**src/logic/lsc_pkg.sv**
```systemverilog
// Constants, encodings and carrier types for the lamp serial command block
package lsc_pkg;
   localparam int          CLK_MHZ        = 40;
   localparam int          PKT_LIMIT_US   = 30000;
   localparam int          REPLY_DELAY_US = 10000;
   localparam int          FOCUS_RUN_US   = 100000;
   localparam int          TMR_W          = 23;
   localparam logic [7:0]  SYNC_BYTE      = 8'hFF;
   localparam logic [7:0]  ADDR_MIN       = 8'h90;
   localparam logic [7:0]  ADDR_MAX       = 8'hA8;
   localparam logic [7:0]  CMD_FOCUS      = 8'h0B;
   localparam logic [7:0]  CMD_HOME       = 8'h0C;
   localparam logic [7:0]  CMD_REC        = 8'h0D;
   localparam logic [7:0]  CMD_PLAY       = 8'h0E;
   localparam logic [7:0]  CMD_STORE      = 8'h0F;
   localparam logic [7:0]  CMD_PAN_CW     = 8'h14;
   localparam logic [7:0]  CMD_PAN_ACW    = 8'h15;
   localparam logic [7:0]  CMD_TILT_DN    = 8'h16;
   localparam logic [7:0]  CMD_TILT_UP    = 8'h17;
   localparam logic [7:0]  CMD_PAN_GOTO   = 8'h18;
   localparam logic [7:0]  CMD_TILT_GOTO  = 8'h19;
   localparam logic [7:0]  CMD_LAMP_ON    = 8'h1A;
   localparam logic [7:0]  CMD_LAMP_OFF   = 8'h1B;
   localparam logic [7:0]  CMD_STATUS     = 8'h1E;
   localparam logic [7:0]  CSUM_MASK      = 8'h7F;
   localparam logic [3:0]  LEN_SHORT      = 4'h4;
   localparam logic [3:0]  LEN_JOG        = 4'h5;
   localparam logic [3:0]  LEN_POS        = 4'h6;
   localparam logic [3:0]  REPLY_LEN      = 4'hD;
   localparam logic [3:0]  UART_BITS      = 4'hA;
   localparam logic [3:0]  UART_STOP_IDX  = 4'h9;
   localparam logic [7:0]  REG_CTRL       = 8'h00;
   localparam logic [7:0]  REG_BAUD       = 8'h04;
   localparam logic [7:0]  REG_STAT       = 8'h08;
   localparam logic [7:0]  REG_ERRS       = 8'h0C;
   localparam logic [7:0]  REG_HOME       = 8'h10;
   localparam int          CTRL_CHK_BIT   = 0;
   localparam logic        CTRL_CHK_RST   = 1'b1;
   localparam logic [15:0] BAUD_RST       = 16'h1047;
   localparam logic [15:0] BAUD_MIN       = 16'h0004;

   typedef enum logic [1:0] {PH_RX, PH_WAIT, PH_TX} lsc_phase_t;
   typedef enum logic [3:0] {OP_NONE, OP_FOCUS, OP_HOME, OP_STORE, OP_REC, OP_PLAY,
                             OP_PAN_CW, OP_PAN_ACW, OP_TILT_DN, OP_TILT_UP,
                             OP_PAN_GOTO, OP_TILT_GOTO, OP_LAMP_ON, OP_LAMP_OFF,
                             OP_STATUS} lsc_op_t;

   // Command event towards the lamp network side
   typedef struct packed {
      logic       valid;
      logic [4:0] lamp;
      lsc_op_t    op;
      logic [11:0] arg;
   } lsc_cmd_t;

   // Live state of the addressed lamp, reported back in the reply
   typedef struct packed {
      logic [11:0] pan_pos;
      logic [11:0] tilt_pos;
      logic [6:0]  flags;
      logic [7:0]  focus;
      logic [4:0]  fault1;
      logic [3:0]  fault2;
      logic [7:0]  sw_ver;
      logic [7:0]  type_no;
   } lsc_lamp_stat_t;
endpackage

```
**src/logic/lsc_serial_cmd.sv**
```systemverilog
// Serial command interpreter with AHB-Lite control registers
`timescale 1ns/1ps
module lsc_serial_cmd
   import lsc_pkg::*;
#(
   parameter int PKT_LIMIT_CYC   = PKT_LIMIT_US * CLK_MHZ,
   parameter int REPLY_DELAY_CYC = REPLY_DELAY_US * CLK_MHZ,
   parameter int FOCUS_RUN_CYC   = FOCUS_RUN_US * CLK_MHZ
)(
   input  wire logic           clk,
   input  wire logic           reset,
   input  wire logic           hsel,
   input  wire logic [31:0]    haddr,
   input  wire logic [1:0]     htrans,
   input  wire logic           hwrite,
   input  wire logic [2:0]     hsize,
   input  wire logic [31:0]    hwdata,
   input  wire logic           hready,
   output logic                hreadyout,
   output logic                hresp,
   output logic [31:0]         hrdata,
   input  wire logic           ser_rx,
   output logic                ser_tx,
   output logic                ser_tx_oe,
   input  wire lsc_lamp_stat_t lamp_stat,
   output lsc_cmd_t            cmd,
   output logic                focus_run,
   output logic [11:0]         home_pan,
   output logic [11:0]         home_tilt
);

   typedef struct packed {
      logic            rx_s1;
      logic            rx_s2;
      logic            rx_busy;
      logic [15:0]     rx_cnt;
      logic [3:0]      rx_bit;
      logic [7:0]      rx_sh;
      lsc_phase_t      phase;
      logic [3:0]      idx;
      logic [3:0]      len;
      logic [7:0]      sum;
      logic [7:0]      addr;
      logic [7:0]      code;
      logic [7:0]      d0;
      logic [7:0]      d1;
      logic [TMR_W-1:0] pkt_tmr;
      logic [TMR_W-1:0] wait_tmr;
      logic [TMR_W-1:0] focus_tmr;
      logic            tx_busy;
      logic [15:0]     tx_cnt;
      logic [3:0]      tx_bit;
      logic [9:0]      tx_sh;
      logic [3:0]      tx_idx;
      logic [7:0]      tx_sum;
      logic            tx_line;
      lsc_lamp_stat_t  snap;
      lsc_cmd_t        ev;
      logic [11:0]     home_pan;
      logic [11:0]     home_tilt;
      logic            chk_en;
      logic [15:0]     baud;
      logic [7:0]      n_csum;
      logic [7:0]      n_addr;
      logic [7:0]      n_code;
      logic [7:0]      n_time;
      lsc_op_t         last_op;
      logic            wr_pend;
      logic [7:0]      wr_addr;
      logic [31:0]     rdata;
   } st_t;

   localparam logic [TMR_W-1:0] PKT_LIM   = TMR_W'(PKT_LIMIT_CYC);
   localparam logic [TMR_W-1:0] REPLY_DLY = TMR_W'(REPLY_DELAY_CYC);
   localparam logic [TMR_W-1:0] FOCUS_LEN = TMR_W'(FOCUS_RUN_CYC);

   localparam st_t ST_RST = '{
      rx_s1: 1'b1, rx_s2: 1'b1, rx_busy: 1'b0, rx_cnt: '0, rx_bit: '0, rx_sh: '0,
      phase: PH_RX, idx: '0, len: '0, sum: '0, addr: '0, code: '0, d0: '0, d1: '0,
      pkt_tmr: '0, wait_tmr: '0, focus_tmr: '0,
      tx_busy: 1'b0, tx_cnt: '0, tx_bit: '0, tx_sh: '1, tx_idx: '0, tx_sum: '0,
      tx_line: 1'b1, snap: '0, ev: '0, home_pan: '0, home_tilt: '0,
      chk_en: CTRL_CHK_RST, baud: BAUD_RST, n_csum: '0, n_addr: '0, n_code: '0,
      n_time: '0, last_op: OP_NONE, wr_pend: 1'b0, wr_addr: '0, rdata: '0};

   st_t q;
   st_t d;

   // Expected packet length from command code, zero when unknown
   function automatic logic [3:0] cmd_len(input logic [7:0] c);
      logic [3:0] n;
      n = '0;
      unique case (c)
         CMD_FOCUS, CMD_HOME, CMD_REC, CMD_PLAY, CMD_STORE,
         CMD_LAMP_ON, CMD_LAMP_OFF, CMD_STATUS:          n = LEN_SHORT;
         CMD_PAN_CW, CMD_PAN_ACW, CMD_TILT_DN, CMD_TILT_UP: n = LEN_JOG;
         CMD_PAN_GOTO, CMD_TILT_GOTO:                    n = LEN_POS;
         default:                                        n = '0;
      endcase
      return n;
   endfunction

   // Reply byte by position, checksum last
   function automatic logic [7:0] reply_byte(input logic [3:0] i, input lsc_lamp_stat_t s,
                                             input logic [7:0] a, input logic [7:0] sm);
      logic [7:0] b;
      b = '0;
      unique case (i)
         4'h0: b = SYNC_BYTE;
         4'h1: b = a;
         4'h2: b = {1'b0, s.pan_pos[6:0]};
         4'h3: b = {3'b000, s.pan_pos[11:7]};
         4'h4: b = {1'b0, s.tilt_pos[6:0]};
         4'h5: b = {3'b000, s.tilt_pos[11:7]};
         4'h6: b = {1'b0, s.flags};
         4'h7: b = s.focus;
         4'h8: b = {3'b000, s.fault1};
         4'h9: b = {4'h0, s.fault2};
         4'hA: b = s.sw_ver;
         4'hB: b = s.type_no;
         default: b = sm & CSUM_MASK;
      endcase
      return b;
   endfunction

   always_comb begin
      logic        rx_stb;
      logic [7:0]  rx_byte;
      logic [3:0]  n;
      logic [7:0]  csum;
      logic        adr_ok;
      logic        aph;
      logic [7:0]  b;
      rx_stb  = 1'b0;
      rx_byte = '0;
      n       = '0;
      csum    = '0;
      adr_ok  = 1'b0;
      aph     = 1'b0;
      b       = '0;
      d       = q;
      d.ev.valid = 1'b0;

      // Receiver: two-flop sync then mid-bit sampling
      // start, eight LSB-first, stop
      d.rx_s1 = ser_rx;
      d.rx_s2 = q.rx_s1;
      if (!q.rx_busy) begin
         if (!q.rx_s2) begin
            d.rx_busy = 1'b1;
            d.rx_cnt  = {1'b0, q.baud[15:1]};
            d.rx_bit  = '0;
         end
      end else if (q.rx_cnt != '0) begin
         d.rx_cnt = q.rx_cnt - 16'h0001;
      end else begin
         d.rx_cnt = q.baud - 16'h0001;
         d.rx_bit = q.rx_bit + 4'h1;
         if (q.rx_bit == '0) begin
            d.rx_busy = !q.rx_s2;           // False start is dropped
         end else if (q.rx_bit == UART_STOP_IDX) begin
            d.rx_busy = 1'b0;
            rx_stb    = q.rx_s2;            // Framing error drops the byte
            rx_byte   = q.rx_sh;
         end else begin
            d.rx_sh = {q.rx_s2, q.rx_sh[7:1]};
         end
      end

      // Packet timer, runs while a packet is open
      // reject over-long packets
      if (q.idx != '0) begin
         d.pkt_tmr = q.pkt_tmr + TMR_W'(1);
         if (q.pkt_tmr >= PKT_LIM) begin
            d.idx    = '0;
            d.n_time = q.n_time + 8'h01;
         end
      end

      // Focus motor run window, ahead of the parser so a repeat reloads it
      if (q.focus_tmr != '0)
         d.focus_tmr = q.focus_tmr - TMR_W'(1);

      // Packet parser, ignores the line while answering
      if (rx_stb && q.phase == PH_RX) begin
         if (rx_byte == SYNC_BYTE) begin
            d.idx     = 4'h1;
            d.sum     = SYNC_BYTE;
            d.pkt_tmr = '0;
         end else if (q.idx == 4'h1) begin
            adr_ok = rx_byte >= ADDR_MIN && rx_byte <= ADDR_MAX;
            d.addr = rx_byte;
            d.sum  = q.sum + rx_byte;
            d.idx  = adr_ok ? 4'h2 : 4'h0;
            if (!adr_ok)
               d.n_addr = q.n_addr + 8'h01;
         end else if (q.idx == 4'h2) begin
            n      = cmd_len(rx_byte);
            d.code = rx_byte;
            d.len  = n;
            d.sum  = q.sum + rx_byte;
            d.idx  = (n != '0) ? 4'h3 : 4'h0;
            if (n == '0)
               d.n_code = q.n_code + 8'h01;
         end else if (q.idx != '0 && q.idx < q.len - 4'h1) begin
            if (q.idx == 4'h3)
               d.d0 = rx_byte;
            else
               d.d1 = rx_byte;
            d.sum = q.sum + rx_byte;
            d.idx = q.idx + 4'h1;
         end else if (q.idx != '0) begin
            d.idx = '0;
            csum  = q.sum & CSUM_MASK;
            if (q.chk_en && rx_byte != csum) begin
               d.n_csum = q.n_csum + 8'h01;
            end else begin
               d.ev.valid = 1'b1;
               d.ev.lamp  = 5'(q.addr - ADDR_MIN);
               d.ev.arg   = '0;
               unique case (q.code)
                  CMD_FOCUS: begin
                     d.ev.op     = OP_FOCUS;
                     d.focus_tmr = FOCUS_LEN;
                  end
                  CMD_HOME: begin
                     d.ev.op  = OP_HOME;
                     d.ev.arg = q.home_pan;
                  end
                  CMD_STORE: begin
                     d.ev.op      = OP_STORE;
                     d.home_pan   = lamp_stat.pan_pos;
                     d.home_tilt  = lamp_stat.tilt_pos;
                  end
                  CMD_REC:  d.ev.op = OP_REC;
                  CMD_PLAY: d.ev.op = OP_PLAY;
                  CMD_LAMP_ON:  d.ev.op = OP_LAMP_ON;
                  CMD_LAMP_OFF: d.ev.op = OP_LAMP_OFF;
                  CMD_PAN_CW: begin
                     d.ev.op  = OP_PAN_CW;
                     d.ev.arg = {5'h00, q.d0[6:0]};
                  end
                  CMD_PAN_ACW: begin
                     d.ev.op  = OP_PAN_ACW;
                     d.ev.arg = {5'h00, q.d0[6:0]};
                  end
                  CMD_TILT_DN: begin
                     d.ev.op  = OP_TILT_DN;
                     d.ev.arg = {5'h00, q.d0[6:0]};
                  end
                  CMD_TILT_UP: begin
                     d.ev.op  = OP_TILT_UP;
                     d.ev.arg = {5'h00, q.d0[6:0]};
                  end
                  // low seven bits first, high five last
                  // sign kept at high-part weight 0x08
                  CMD_PAN_GOTO: begin
                     d.ev.op  = OP_PAN_GOTO;
                     d.ev.arg = {q.d1[4:0], q.d0[6:0]};
                  end
                  CMD_TILT_GOTO: begin
                     d.ev.op  = OP_TILT_GOTO;
                     d.ev.arg = {q.d1[4:0], q.d0[6:0]};
                  end
                  default: begin
                     d.ev.op     = OP_STATUS;
                     d.phase     = PH_WAIT;
                     d.wait_tmr  = REPLY_DLY;
                  end
               endcase
               d.last_op = d.ev.op;
            end
         end
      end

      // Turnaround wait, then load reply
      // delay inside 2-30 ms
      if (q.phase == PH_WAIT) begin
         if (q.wait_tmr != '0) begin
            d.wait_tmr = q.wait_tmr - TMR_W'(1);
         end else begin
            d.phase  = PH_TX;
            d.snap   = lamp_stat;
            d.tx_idx = '0;
            d.tx_sum = '0;
         end
      end

      // Reply transmitter, one frame per byte
      // fixed thirteen-byte order
      if (q.phase == PH_TX && !q.tx_busy) begin
         if (q.tx_idx == REPLY_LEN) begin
            d.phase = PH_RX;
         end else begin
            b         = reply_byte(q.tx_idx, q.snap, q.addr, q.tx_sum);
            d.tx_sum  = q.tx_sum + b;
            d.tx_idx  = q.tx_idx + 4'h1;
            d.tx_sh   = {1'b1, b, 1'b0};
            d.tx_busy = 1'b1;
            d.tx_bit  = '0;
            d.tx_cnt  = q.baud - 16'h0001;
         end
      end else if (q.tx_busy) begin
         if (q.tx_cnt != '0) begin
            d.tx_cnt = q.tx_cnt - 16'h0001;
         end else begin
            d.tx_cnt = q.baud - 16'h0001;
            d.tx_sh  = {1'b1, q.tx_sh[9:1]};
            d.tx_bit = q.tx_bit + 4'h1;
            if (q.tx_bit == UART_BITS - 4'h1)
               d.tx_busy = 1'b0;
         end
      end
      d.tx_line = (q.phase == PH_TX && q.tx_busy) ? q.tx_sh[0] : 1'b1;

      // AHB-Lite slave: data phase writes, read data set up early
      aph = hsel && hready && htrans[1];
      if (q.wr_pend) begin
         unique case (q.wr_addr)
            REG_CTRL: d.chk_en = hwdata[CTRL_CHK_BIT];
            REG_BAUD: d.baud   = (hwdata[15:0] < BAUD_MIN) ? BAUD_MIN : hwdata[15:0];
            default:  d.chk_en = q.chk_en;
         endcase
      end
      d.wr_pend = aph && hwrite;
      d.wr_addr = {haddr[7:2], 2'b00};
      if (aph && !hwrite) begin
         unique case ({haddr[7:2], 2'b00})
            REG_CTRL: d.rdata = {31'h00000000, q.chk_en};
            REG_BAUD: d.rdata = {16'h0000, q.baud};
            REG_STAT: d.rdata = {16'h0000, 4'(q.last_op), 4'(q.idx), 2'b00,
                                 q.phase, q.tx_busy, 2'b00, focus_run};
            REG_ERRS: d.rdata = {q.n_time, q.n_code, q.n_addr, q.n_csum};
            REG_HOME: d.rdata = {4'h0, q.home_tilt, 4'h0, q.home_pan};
            default:  d.rdata = '0;
         endcase
      end
   end

   // State register
   always_ff @(posedge clk) begin
      if (reset)
         q <= ST_RST;
      else
         q <= d;
   end

   // Outputs
   assign hreadyout = 1'b1;
   assign hresp     = 1'b0;
   assign hrdata    = q.rdata;
   assign ser_tx    = q.tx_line;
   assign ser_tx_oe = q.phase == PH_TX;
   assign cmd       = q.ev;
   assign focus_run = q.focus_tmr != '0;
   assign home_pan  = q.home_pan;
   assign home_tilt = q.home_tilt;

endmodule

```
**config.mk**
```make
export PLATFORM = sky130hd
export DESIGN_NAME = lsc_serial_cmd
export DESIGN_NICKNAME = d
export VERILOG_FILES = /design/src/logic/lsc_pkg.sv /design/src/logic/lsc_serial_cmd.sv
export SDC_FILE = /design/constraint.sdc
export NUM_CORES = 1
export LEC_CHECK = 0
export ABC_AREA = 0
export BUFFER_PORTS_ARGS = -buffer_cell sky130_fd_sc_hd__buf_2
export CAP_MARGIN = 20
export CORE_MARGIN = 4
export CORE_UTILIZATION = 45
export CTS_CLUSTER_DIAMETER = 40
export CTS_CLUSTER_SIZE = 40
export DETAILED_ROUTE_END_ITERATION = 12
export MAX_ROUTING_LAYER = met4
export SETUP_SLACK_MARGIN = 0.02
export SYNTH_ARGS = -nofsm -noshare
export SYNTH_HDL_FRONTEND = slang
export SYNTH_SLANG_ARGS = --single-unit
```
**constraint.sdc**
```tcl
create_clock -name clk -period 12.2 [get_ports clk]
set_input_delay 1.83 -clock clk [delete_from_list [all_inputs] [get_ports clk]]
set_output_delay 1.83 -clock clk [all_outputs]
set_load 0.05 [all_outputs]
```
Word-level counts from Yosys, hierarchy flattened:

Memory sizes are Yosys's and may differ from the RTL's.
Cells that the tools add are included.

* input bits: 139
* register bits: 394
* memories kept: 1
* logic and storage cells: 269
* memory bits (read-only): 96

* order comparisons: 5
* reduce and logical (&&, ||, !) cells: 51
* eq/ne operators: 43
* mux-type cells: 89
* bitwise gates (word level): 14
* add/sub/neg operators: 18

Memory list
* (name not given): words 32, width 3, read ports 1, clocked after memory_dff 0, write ports 0, RTL line lsc_serial_cmd.sv:93 `unique case (c)`

Operator list (number)
* $mux W46: 7
* $mux W23: 7
* $pmux W32 S5: 1
* $mux W8: 16
* $mux W119: 1
* $pmux W8 S12: 1
* $mux W16: 5
* $eq A8 B5 Y1 const B: 8
* $mux W31: 2
* $mux W4: 14
* $pmux W4 S13: 1
* $mux W12: 4
* $mux W24: 2
* $sub A16 B1 Y16 const B: 3
* $reduce_bool A23 Y1: 2
* $sub A23 B1 Y23 const B: 2
* $mux W43: 1
* $mux W21: 2
* $eq A8 B4 Y1 const B: 5
* $pmux W12 S3: 1
* $add A8 B1 Y8 const B: 4
* $mux W32: 1
* $reduce_bool A16 Y1: 2
* $eq A4 B4 Y1 const B: 7
* other kinds (47): 121

Longest topological paths before layout:

Gate-level depths: netlist of run 1.

* depth after elaboration: 21
* mapped depth: 18

Worst setup path before layout of run 1:

OpenSTA, ideal clock, no wires.

* kind: register to register
* start point: reg q[379] (netlist name)
* end point: reg q[289] (netlist name)
* period minus slack after synthesis: 3.869 ns
* buffers on the path: 3
* arrival time: 3.778 ns
* setup slack: 8.331 ns
* cell stages (with the launch flop): 18
* path through: dfxtp_1 > inv_1 > ha_1 > nor4b_4 > nand4_4 > nor2_1 > clkbuf_1 > and2_0 > clkbuf_1 > ha_1 > nor4_1 > nand3b_1 > o21ai_0 > nor2_1 > buf_2 > nor4_1 > a311oi_1 > a311oi_1

* cells in the longest elaborated chain, start to end: 14
* elaborated cells on any way between the ends: 18

RTL lines
* from (decl): RTL line lsc_serial_cmd.sv:86 `st_t q;`
* from (signal assigned): RTL line lsc_serial_cmd.sv:343 `q <= ST_RST;`
* from (signal assigned): RTL line lsc_serial_cmd.sv:345 `q <= d;`
* $reduce_bool A16 Y1 *: RTL line lsc_serial_cmd.sv:154 `end else if (q.rx_cnt != '0) begin`
* $mux W8: RTL line lsc_serial_cmd.sv:154
* $mux W8: RTL line lsc_serial_cmd.sv:148 `if (!q.rx_busy) begin`
* $ne A8 B7 Y1: RTL line lsc_serial_cmd.sv:215 `if (q.chk_en && rx_byte != csum) begin`
* $logic_and A1 B1 Y1: RTL line lsc_serial_cmd.sv:215
* $mux W46: RTL line lsc_serial_cmd.sv:215
* $mux W46: RTL line lsc_serial_cmd.sv:212 `end else if (q.idx != '0) begin`
* $mux W46: RTL line lsc_serial_cmd.sv:205 `end else if (q.idx != '0 && q.idx < q.len - 4'h1) begin`
* $mux W46: RTL line lsc_serial_cmd.sv:197 `end else if (q.idx == 4'h2) begin`
* $mux W46: RTL line lsc_serial_cmd.sv:190 `end else if (q.idx == 4'h1) begin`
* $mux W46: RTL line lsc_serial_cmd.sv:186 `if (rx_byte == SYNC_BYTE) begin`
* $mux W119 *: RTL line lsc_serial_cmd.sv:185 `if (rx_stb && q.phase == PH_RX) begin`
* $mux W23: RTL line lsc_serial_cmd.sv:279 `if (q.wait_tmr != '0) begin`
* $mux W23 *: RTL line lsc_serial_cmd.sv:278 `if (q.phase == PH_WAIT) begin`

Every way passes the cells marked *; elsewhere a longest branch is shown, timed or not.
A chain may end at the register's enable or synchronous reset.

Worst setup path after layout of run 1:

* start point: reg q[379] (netlist name)
* end point: reg q[257] (netlist name)

* cells in the longest elaborated chain, start to end: 12
* elaborated cells on any way between the ends: 16

RTL lines (RTL line)
* $reduce_bool A16 Y1 *: lsc_serial_cmd.sv:154
* $mux W8: lsc_serial_cmd.sv:154
* $mux W8: lsc_serial_cmd.sv:148
* $ne A8 B7 Y1: lsc_serial_cmd.sv:215
* $logic_and A1 B1 Y1: lsc_serial_cmd.sv:215
* $mux W46: lsc_serial_cmd.sv:215
* $mux W46: lsc_serial_cmd.sv:212
* $mux W46: lsc_serial_cmd.sv:205
* $mux W46: lsc_serial_cmd.sv:197
* $mux W46: lsc_serial_cmd.sv:190
* $mux W46: lsc_serial_cmd.sv:186
* $mux W119 *: lsc_serial_cmd.sv:185

Marked as above.

==> results.txt, run 1 <==
The number of global-route vias before repair is 15980. For this design the static power due to leakage is 8.236 nW. After clock tree synthesis, the clock-pin slew on the worst setup and hold paths is 60 ps.

The worst-case headroom to the max-slew limit was 26.66%; the area share of xor/xnor cells in the synthesized design was 4.888%. Clock tree synthesis inserted a total of 59 buffers. The number of failing hold endpoints at the final stage was 0. The post-route netlist has 15.77% of its cells at a drive strength greater than 1.

After floorplanning, the core was divided into 75 placement rows. The run gives 40.20% as the sequential share of the synthesized area. The multiplexer share of the synthesized area was 2.558%. TritonCTS built the clock tree. Input and output buffers added on the ports amount to 173. The final count of negative-setup-slack endpoints is 0, and the total wire length after detailed routing is 56210 um. Static timing analysis puts the maximum clock frequency at 188.5 MHz. After synthesis the cells add up to 19170 um2.

Yosys printed 0 warnings. Summing the areas of all fa, ha and maj instances in the mapped netlist gives 2.885% of the synthesized area. Summed over all layers, the global routing overflow is 0.

The number of flops mapped to enable cells by yosys works out to 0. After synthesis, the share of flip-flops with an asynchronous set or reset is 0%. 0 antenna diodes ended up in the layout. Gates resized during post-CTS repair numbered 0. For this run, design rule violations remaining after detail routing come to 0. Dividing the detail-routed via count by the number of cells gives 5.726.

Setup repair after global routing left no endpoint under its margin. STA puts the critical path data required time at 12640 ps. The number of hold buffers added after CTS was 0. The worst hold path begins at d[396]. In this run the power density over the cells is 156.2 nW/um2.

The worst hold path terminates at q[396]. Latest clock arrival within the worst-skew pair: 610 ps. The path class of the tightest hold or removal check is register to register. Dividing the final minimum period by the clock period gives 43.49%. Once the floorplan was initialized, standard cells occupied 45.60% of the core.

Counting every instance in the synthesized netlist gives 2368. In this design, the stage delay of the slowest critical-path cell is 1020 ps. The worst setup path is captured at a register.

Counting distinct cell types in the post-synthesis netlist gives 84. Combinational family with the most area after synthesis: simple AND/OR/NAND/NOR gates. The count of final max-slew check failures came out at 0.

The number of cells traversed by the worst register-to-register path works out to 14. After clock tree synthesis, the setup repair step added 0 buffers. For the worst setup path, the data arrival time is 5740 ps. The floorplan step set the die width to 214.4 um. The average wire per cell in the routed design is 18.82 um. By area the synthesized netlist is led by dfxtp_1 (40%), nand2_1 (7.1%), nor2_1 (5.2%). Overall routing resource usage: 24.19%. The worst setup path is of the register to register kind.

The final layout contains 2580 nets. The run finished with clean final reports. The total buffers and inverters traversed by the critical path works out to 1. Counting along the longest clock path gives a buffer depth of 3.

The time the worst path needs with I/O delays and setup came out at 5305 ps. Yosys instantiated no cell more often than dfxtp_1. Ranked by instance count, the synthesized netlist is headed by dfxtp_1 (385), nand2_1 (365), nor2_1 (265), a21oi_1 (198), clkbuf_1 (119). The floorplan step defined a die boundary enclosing 45970 um2. The run gives 0.9119 as the routability-driven placement congestion ratio. Post-synthesis compound-gate area fraction: 17.20%. Across all register-to-register paths, the minimum setup slack is 6890 ps. The startpoint identified for the worst register-to-register timing path is q[379].

For the max-capacitance violation count, the log shows 0. The detailed placer's ending HPWL is 39420 um, and the floorplan core area is 42040 um2. The first global-routing pass estimated 89090 um of wire. The hold-critical path depth was 1.

The total number of vias is 17100, and the TritonCTS sink count is 385. The transition at the pin with the smallest max-transition slack was 1091 ps; the initial antenna violation count was 0. CTS placed an instance of clkbuf_16 at the clock tree root. The run gives 2550 as the number of nets produced by synthesis. The worst setup path is launched from a register. The slowest library cell on the worst path was o41ai_4.

The power consumption was 3.408 mW. In this run the critical register-to-register path is captured at q[257]. For the final routed database, the setup TNS stands at 0 ps. The tools report the deepest level of the CTS H-tree as 2.

The largest net degree at the start of global routing is 191, and the per-instance average area after synthesis is 8.096 um2. The peak ir drop on the vdd network was 109.9 uV. The most used flip-flop cell after synthesis is dfxtp_1.

Relative to the synthesized area, the layout overhead comes to 13.83%. The cell family contributing the most delay on the critical path is simple AND/OR/NAND/NOR gates. Proportion of netlist area held by the largest area contributor: 40.20%. After the first detailed-routing iteration, the DRC count stood at 1606. The clock skew was 15.79 ps.

Walking the worst path, the cells encountered are inv_1 -> ha_1 -> nor4b_4 -> nand4_4 -> nor2_1 -> and2_0 -> ha_1 -> nor4_1 -> nand3b_1 -> mux2i_1 -> or2_2 -> nand2_2 -> o41ai_4 -> nor2_1. The count of nets left with antenna violations once routing finished came out at 0. The floorplan step set the die height to 214.4 um. 222 I/O pins were placed.

Summed over all instances, the cell type with the most area after synthesis is dfxtp_1. The synthesis-stage register bit count is 385. The fraction of the mapped netlist area in simple logic gates came out at 25.20%. The maximum fanout along the worst path was 21; the detailed-router iteration count before antenna repair was 8.
## cell usage in the layout, fill, tap and decap left out, drive strengths merged, types with 10 or more instances in the layout
cell | Yosys | layout
nand4 | 28 | 28
ha | 41 | 41
nor3 | 76 | 76
or3 | 17 | 17
a22o | 13 | 13
and2 | 15 | 15
a211oi | 27 | 27
nor2b | 26 | 26
mux2i | 40 | 40
nor4 | 41 | 41
nand3 | 66 | 66
nand2 | 387 | 387
or4 | 17 | 17
a221oi | 41 | 41
xnor2 | 53 | 53
nand3b | 10 | 10
clkinv | 1 | 15
a22oi | 26 | 26
buf | 109 | 197
nor2 | 265 | 265
a311oi | 11 | 11
nand2b | 15 | 15
clkbuf | 119 | 77
a21oi | 219 | 219
xor2 | 54 | 54
o21ai | 61 | 61
or2 | 14 | 14
a222oi | 16 | 16
dfxtp | 385 | 385
a31oi | 17 | 17
inv | 37 | 42
## area by class of cell
cell class / instances / area [um2]
clock buffers: 77 / 1647
flip-flops and latches: 385 / 7707
well taps: 539 / 674.4
repair buffers: 197 / 1094
inverters: 38 / 142.6
clock inverters: 33 / 416.7
fillers: 4076 / 20220
multi-input cells: 1717 / 10140
## cell families (layout without fill, tap and decap cells)
| kind of cell | Yosys count | in the layout |
|---|---|---|
| flops | 385 | 385 |
| simple gates | 1017 | 1017 |
| compound gates | 500 | 500 |
| buf+inv | 266 | 345 |
| fa+ha+maj | 43 | 43 |
| other cells | 2 | 2 |
| mux | 48 | 48 |
| xor+xnor | 107 | 107 |
## per-stage QoR
step                instance area, um2  util [%]  hold slack [ps]  setup WS (ps)  cells
detailed placement               19740     46.96            406.6           6938   2874
finish                           21820     51.91            412.8           6895   2986
CTS                              21800     51.86            420.1           6881   2984
global placement                 19710     46.89            392.2           6968   2873
global route                     21820     51.91            432.6           6474   2986
floorplan                        19170         -            389.5           8331   2368
## sequential cells by signal, summed over array words and instances, names as in the netlist, named ones only
signal     cells
q            305
ser_tx         1
cmd           18
hrdata        32
d              1
home_pan      12
home_tilt     12
## how the worst max path moves through the flow
stage	cells after the start	end	startpoint
after global placement	14	q[261]	q[379]
after floorplan	17	q[289]	q[379]
final	14	q[257]	q[379]
after detailed placement	14	q[263]	q[379]
after CTS	14	q[257]	q[379]
after global routing	14	q[251]	q[379]
## routing by layer
| metal | up-vias | share of wire, % | global-route usage [%] |
|---|---|---|---|
| met4 | 0 | 3.5 | 8.407 |
| met1 | 8089 | 46 | 34.05 |
| li1 | 8338 | - | - |
| met3 | 103 | 6.6 | 3.925 |
| met2 | 567 | 44 | 35.34 |
| met5 | - | 0 | - |
## report_power, final
group,leakage (nW),internal [mW],switching (mW)
Clock,0.992,1.11,0.630
Sequential,3.11,1.30,0.0356
Combinational,4.14,0.134,0.207
Power figures use the tool's default switching activity.
==> inputs of run 2 (changes only) <==
Settings changed: ABC_AREA 0 to 1.
Clock period 12.2 ns to 5 ns, I/O delays scaled along.
==> run 2 against run 1 <==
Compared with the run above: clock power rose to 2.9 times the previous value; clock-buffer cell count rose by 5; register-to-register slack worse by 6000 ps; synthesized cell count increased by 23%; hold slack got worse by 59 ps; sequential cell count stayed put; global-route usage rose by 0.81 points; clock skew is 6.4 ps higher; fmax increased by 31%; routed wire length is 10% higher; critical endpoint is now q[263].
==> results.txt, run 2 <==
The number of warnings printed during yosys synthesis is 0 (unchanged). The tools report the total of fill cells in the finished design as 4367 (+7.1%). The worst setup path is captured at a register. CTS placed an instance of clkbuf_16 at the clock tree root. Maximum fanout along the worst path: 16 (-24%). Total setup buffers inserted after CTS: 0 (unchanged). The tools report the post-route worst setup slack as 936.5 ps (-5958 ps). The total number of vias was 19430 (+14%).

The synthesis-stage register bit count came out at 385 (unchanged). The average wire per cell in the routed design is 16.93 um (-10%). The number of cells in the design after placement was 3526 (+23%).

Die height: 221.4 um (+3.2%). The effective utilization at floorplan came out at 45.93% (+0.33 points). CTS buffer count: 70 (+19%). The average vias per placed instance was 5.313 (-7.2%); the post-cts gate resize count was 0 (unchanged). The number of placement rows is 77 (+2.7%). Yosys attributes the largest share of cell area to dfxtp_1 (38%), nand2_1 (9.4%), a21oi_1 (6.5%). The top cell types in the final layout, fill and taps aside, are nand2_1 (512), dfxtp_1 (385), inv_1 (344), nor2_1 (343), a21oi_1 (268). The worst hold path class was input port to register. The transition at the pin with the smallest max-transition slack was 988.0 ps (-102.9 ps); the number of DRC violations after detailed-routing iteration 0 was 1679 (+4.5%). The overall die width works out to 221.4 um (+3.2%). The max-capacitance violation count was 0 (unchanged); the floorplan core area was 44610 um2 (+6.1%). The cell area after layout is 23760 um2 (+8.9%). Leading cell type in the layout, fill and taps excluded: nand2_1.

The tools report the worst-case headroom to the max-slew limit as 34.13% (+7.5 points). The critical path is of the register to register type. The detailed-router iteration count before antenna repair is 5 (-3). The reg-to-reg setup timing slack was 940 ps (-5960 ps). Number of nets produced by synthesis: 3106 (+22%). The run finished with clean final reports. The I/O pin count came out at 222 (unchanged). The logs give 0 (unchanged) for the count of final max-slew check failures and 246.1 MHz (+31%) for the achievable frequency.

The logs give 3189 (+24%) for the net count reported at finish and 0.9294 (+1.9%) for the routability-driven placement congestion ratio. The number of flops mapped to enable cells by yosys was 0 (unchanged); the total negative slack was 0 ps (unchanged). The initial antenna violation count is 1 (+1), and the largest buffer count on any clock path is 3 (unchanged).

More flip-flops sit in one register than any other, and that register is q. In the synthesized netlist the dominant register cell turns out to be dfxtp_1. The share of the core filled with cells came out at 53.26% (+1.3 points). The run gives 0 (unchanged) as the number of failing hold endpoints at the final stage. The run gives 20490 um2 (+6.9%) as the summed instance area of the synthesized netlist. After synthesis, the most frequently instantiated cells are nand2_1 (512), dfxtp_1 (385), inv_1 (345), nor2_1 (345), a21oi_1 (268). TritonCTS built the clock tree. The peak ir drop on the vdd network is 308.1 uV (+180%). For the area of the die, the log shows 49010 um2 (+6.6%). The proportion of netlist area held by the largest area contributor is 37.62% (-2.6 points), and the latest clock arrival within the worst-skew pair is 600 ps (about the same). The residual overflow from global routing is 0 (unchanged), and the total wire length after detailed routing is 61880 um (+10%).

The tools report the arrival time at the worst endpoint as 4540 ps (-1200 ps). The placed cell area was 21210 um2 (+7.4%). The wire length of the first global-routing pass is 98500 um (+11%).

The time the worst path needs with I/O delays and setup is 4064 ps (-1242 ps). dfxtp_1 takes more of the synthesized area than any other cell. The required time reported for the critical path endpoint is 5480 ps (-7160 ps). Relative to the synthesized area, the layout overhead comes to 15.95%. The per-instance average area after synthesis came out at 7.007 um2 (-13%). The tools report the deepest level of the CTS H-tree as 3 (+1). The run gives 22.16 ps (+6.368 ps) as the clock skew. Yosys instantiated no cell more often than nand2_1. Setup repair after global routing left no endpoint under its margin. Overall routing resource usage: 25.01% (+0.81 points).

The run gives 18500 (+16%) as the number of global-route vias before repair. The count of input and output buffers is 173 (unchanged). For the leakage dissipation, the log shows 9.846 nW (+20%).

For the remaining routing DRC violations, the log shows 0 (unchanged). The detailed placer's ending HPWL is 45230 um (+15%), and the final count of negative-setup-slack endpoints is 0 (unchanged). The largest net degree at the start of global routing is 105 (-45%), and the number of antenna-violating nets in the routed design is 0 (unchanged). For the number of instances in the synthesized netlist, the log shows 2924 (+23%). The proportion of synthesized flip-flops having asynchronous set or reset is 0% (unchanged).

The logs give 37.62% (-2.6 points) for the sequential share of the synthesized area and 58 (-31%) for the unique cell type count in the Yosys netlist. For the worst setup slack after placement, the log shows 983.1 ps (-5955 ps). The power density relative to cell area works out to 395.2 nW/um2 (+150%). The post-route clock period utilization was 81.27% (+38 points). The number of standard cells in the layout, taps in and fillers out came out at 3656 (+22%). The worst setup path is launched from a register.

The fraction of layout instances using a drive strength above 1 works out to 13.65% (-2.1 points). The number of flip-flops in the largest register was 305 (unchanged); the TritonCTS sink count was 385 (unchanged). The hold-fix buffer count after cts came out at 0 (unchanged).

The clock-pin transition on the worst setup and hold timing paths is 50 ps (about the same).
## run 2: cell count changes after synthesis, moves of 45 or more
cell and change:
nand3_1 +50, o21ai_0 +186, nand2_1 +147, clkbuf_1 -45, nor2_1 +80, inv_1 +308
a21oi_1 +70
## run 2: final timing paths
kind	startpoint	endpoint	cells past startpoint
setup / recovery	q[375]	q[263]	16
hold / removal	ser_rx	d[396]	2
setup reg to reg	q[375]	q[263]	16
hold reg to reg	d[396]	q[396]	1
## run 2: layer usage
layer / up-vias / part of all wire, % / global-route usage (%)
li1: 9738 / - / -
met4: 0 / 2.4 / 7.771
met3: 93 / 6.6 / 4.850
met5: - / 0 / -
met2: 583 / 45 / 38.29
met1: 9012 / 46 / 33.61
## run 2: worst max-delay path: stages, from the launching register on
cell     delay (ps)
dfxtp_1         410
ha_1            180
nand3_1         330
nor2_1          540
nand2_1         310
inv_1           240
ha_1            280
nor4_1          260
nand2_1         130
nor3_2          180
nand2_2         120
nand2_4         130
nand2_4          60
nor2_4          250
nand2_4         170
nand2_4         260
nor2_1           70
## run 2: final cells by class
class	count	area, um2	share of cell area (%)
multi-input combinational	1999	10400	43.78
clock inverter	46	626.9	2.639
inverter	357	1344	5.657
clock buffer	82	1889	7.953
antenna	1	2.502	0.01053
timing repair buffer	194	1046	4.403
tap	592	740.7	3.118
sequential	385	7707	32.44
## run 2: cell families after synthesis
family                     synth area share, %
xor gates and xnor gates                 3.969
AOI/OAI and AO/OA                        17.93
adders and majority gates                2.699
and+or+nand+nor                          26.02
buffers and inverters                    11.73
DFF                                      37.62
other                                  0.03665
## run 2: through the flow
step | total power [mW] | hold slack, ps
after detailed placement | 4.396 | 422.8
after global routing | 9.787 | 363.6
after CTS | 9.468 | 334.9
after floorplan | 4.153 | 389.5
after global placement | 4.382 | 425.4
final | 9.389 | 353.7
## run 2: where the power goes
part	switching [mW]	leakage [nW]	internal, mW
sequential	0.0807	3.11	3.16
combinational	0.738	5.52	0.370
clock	1.79	1.22	3.25
total	2.61	9.85	6.78
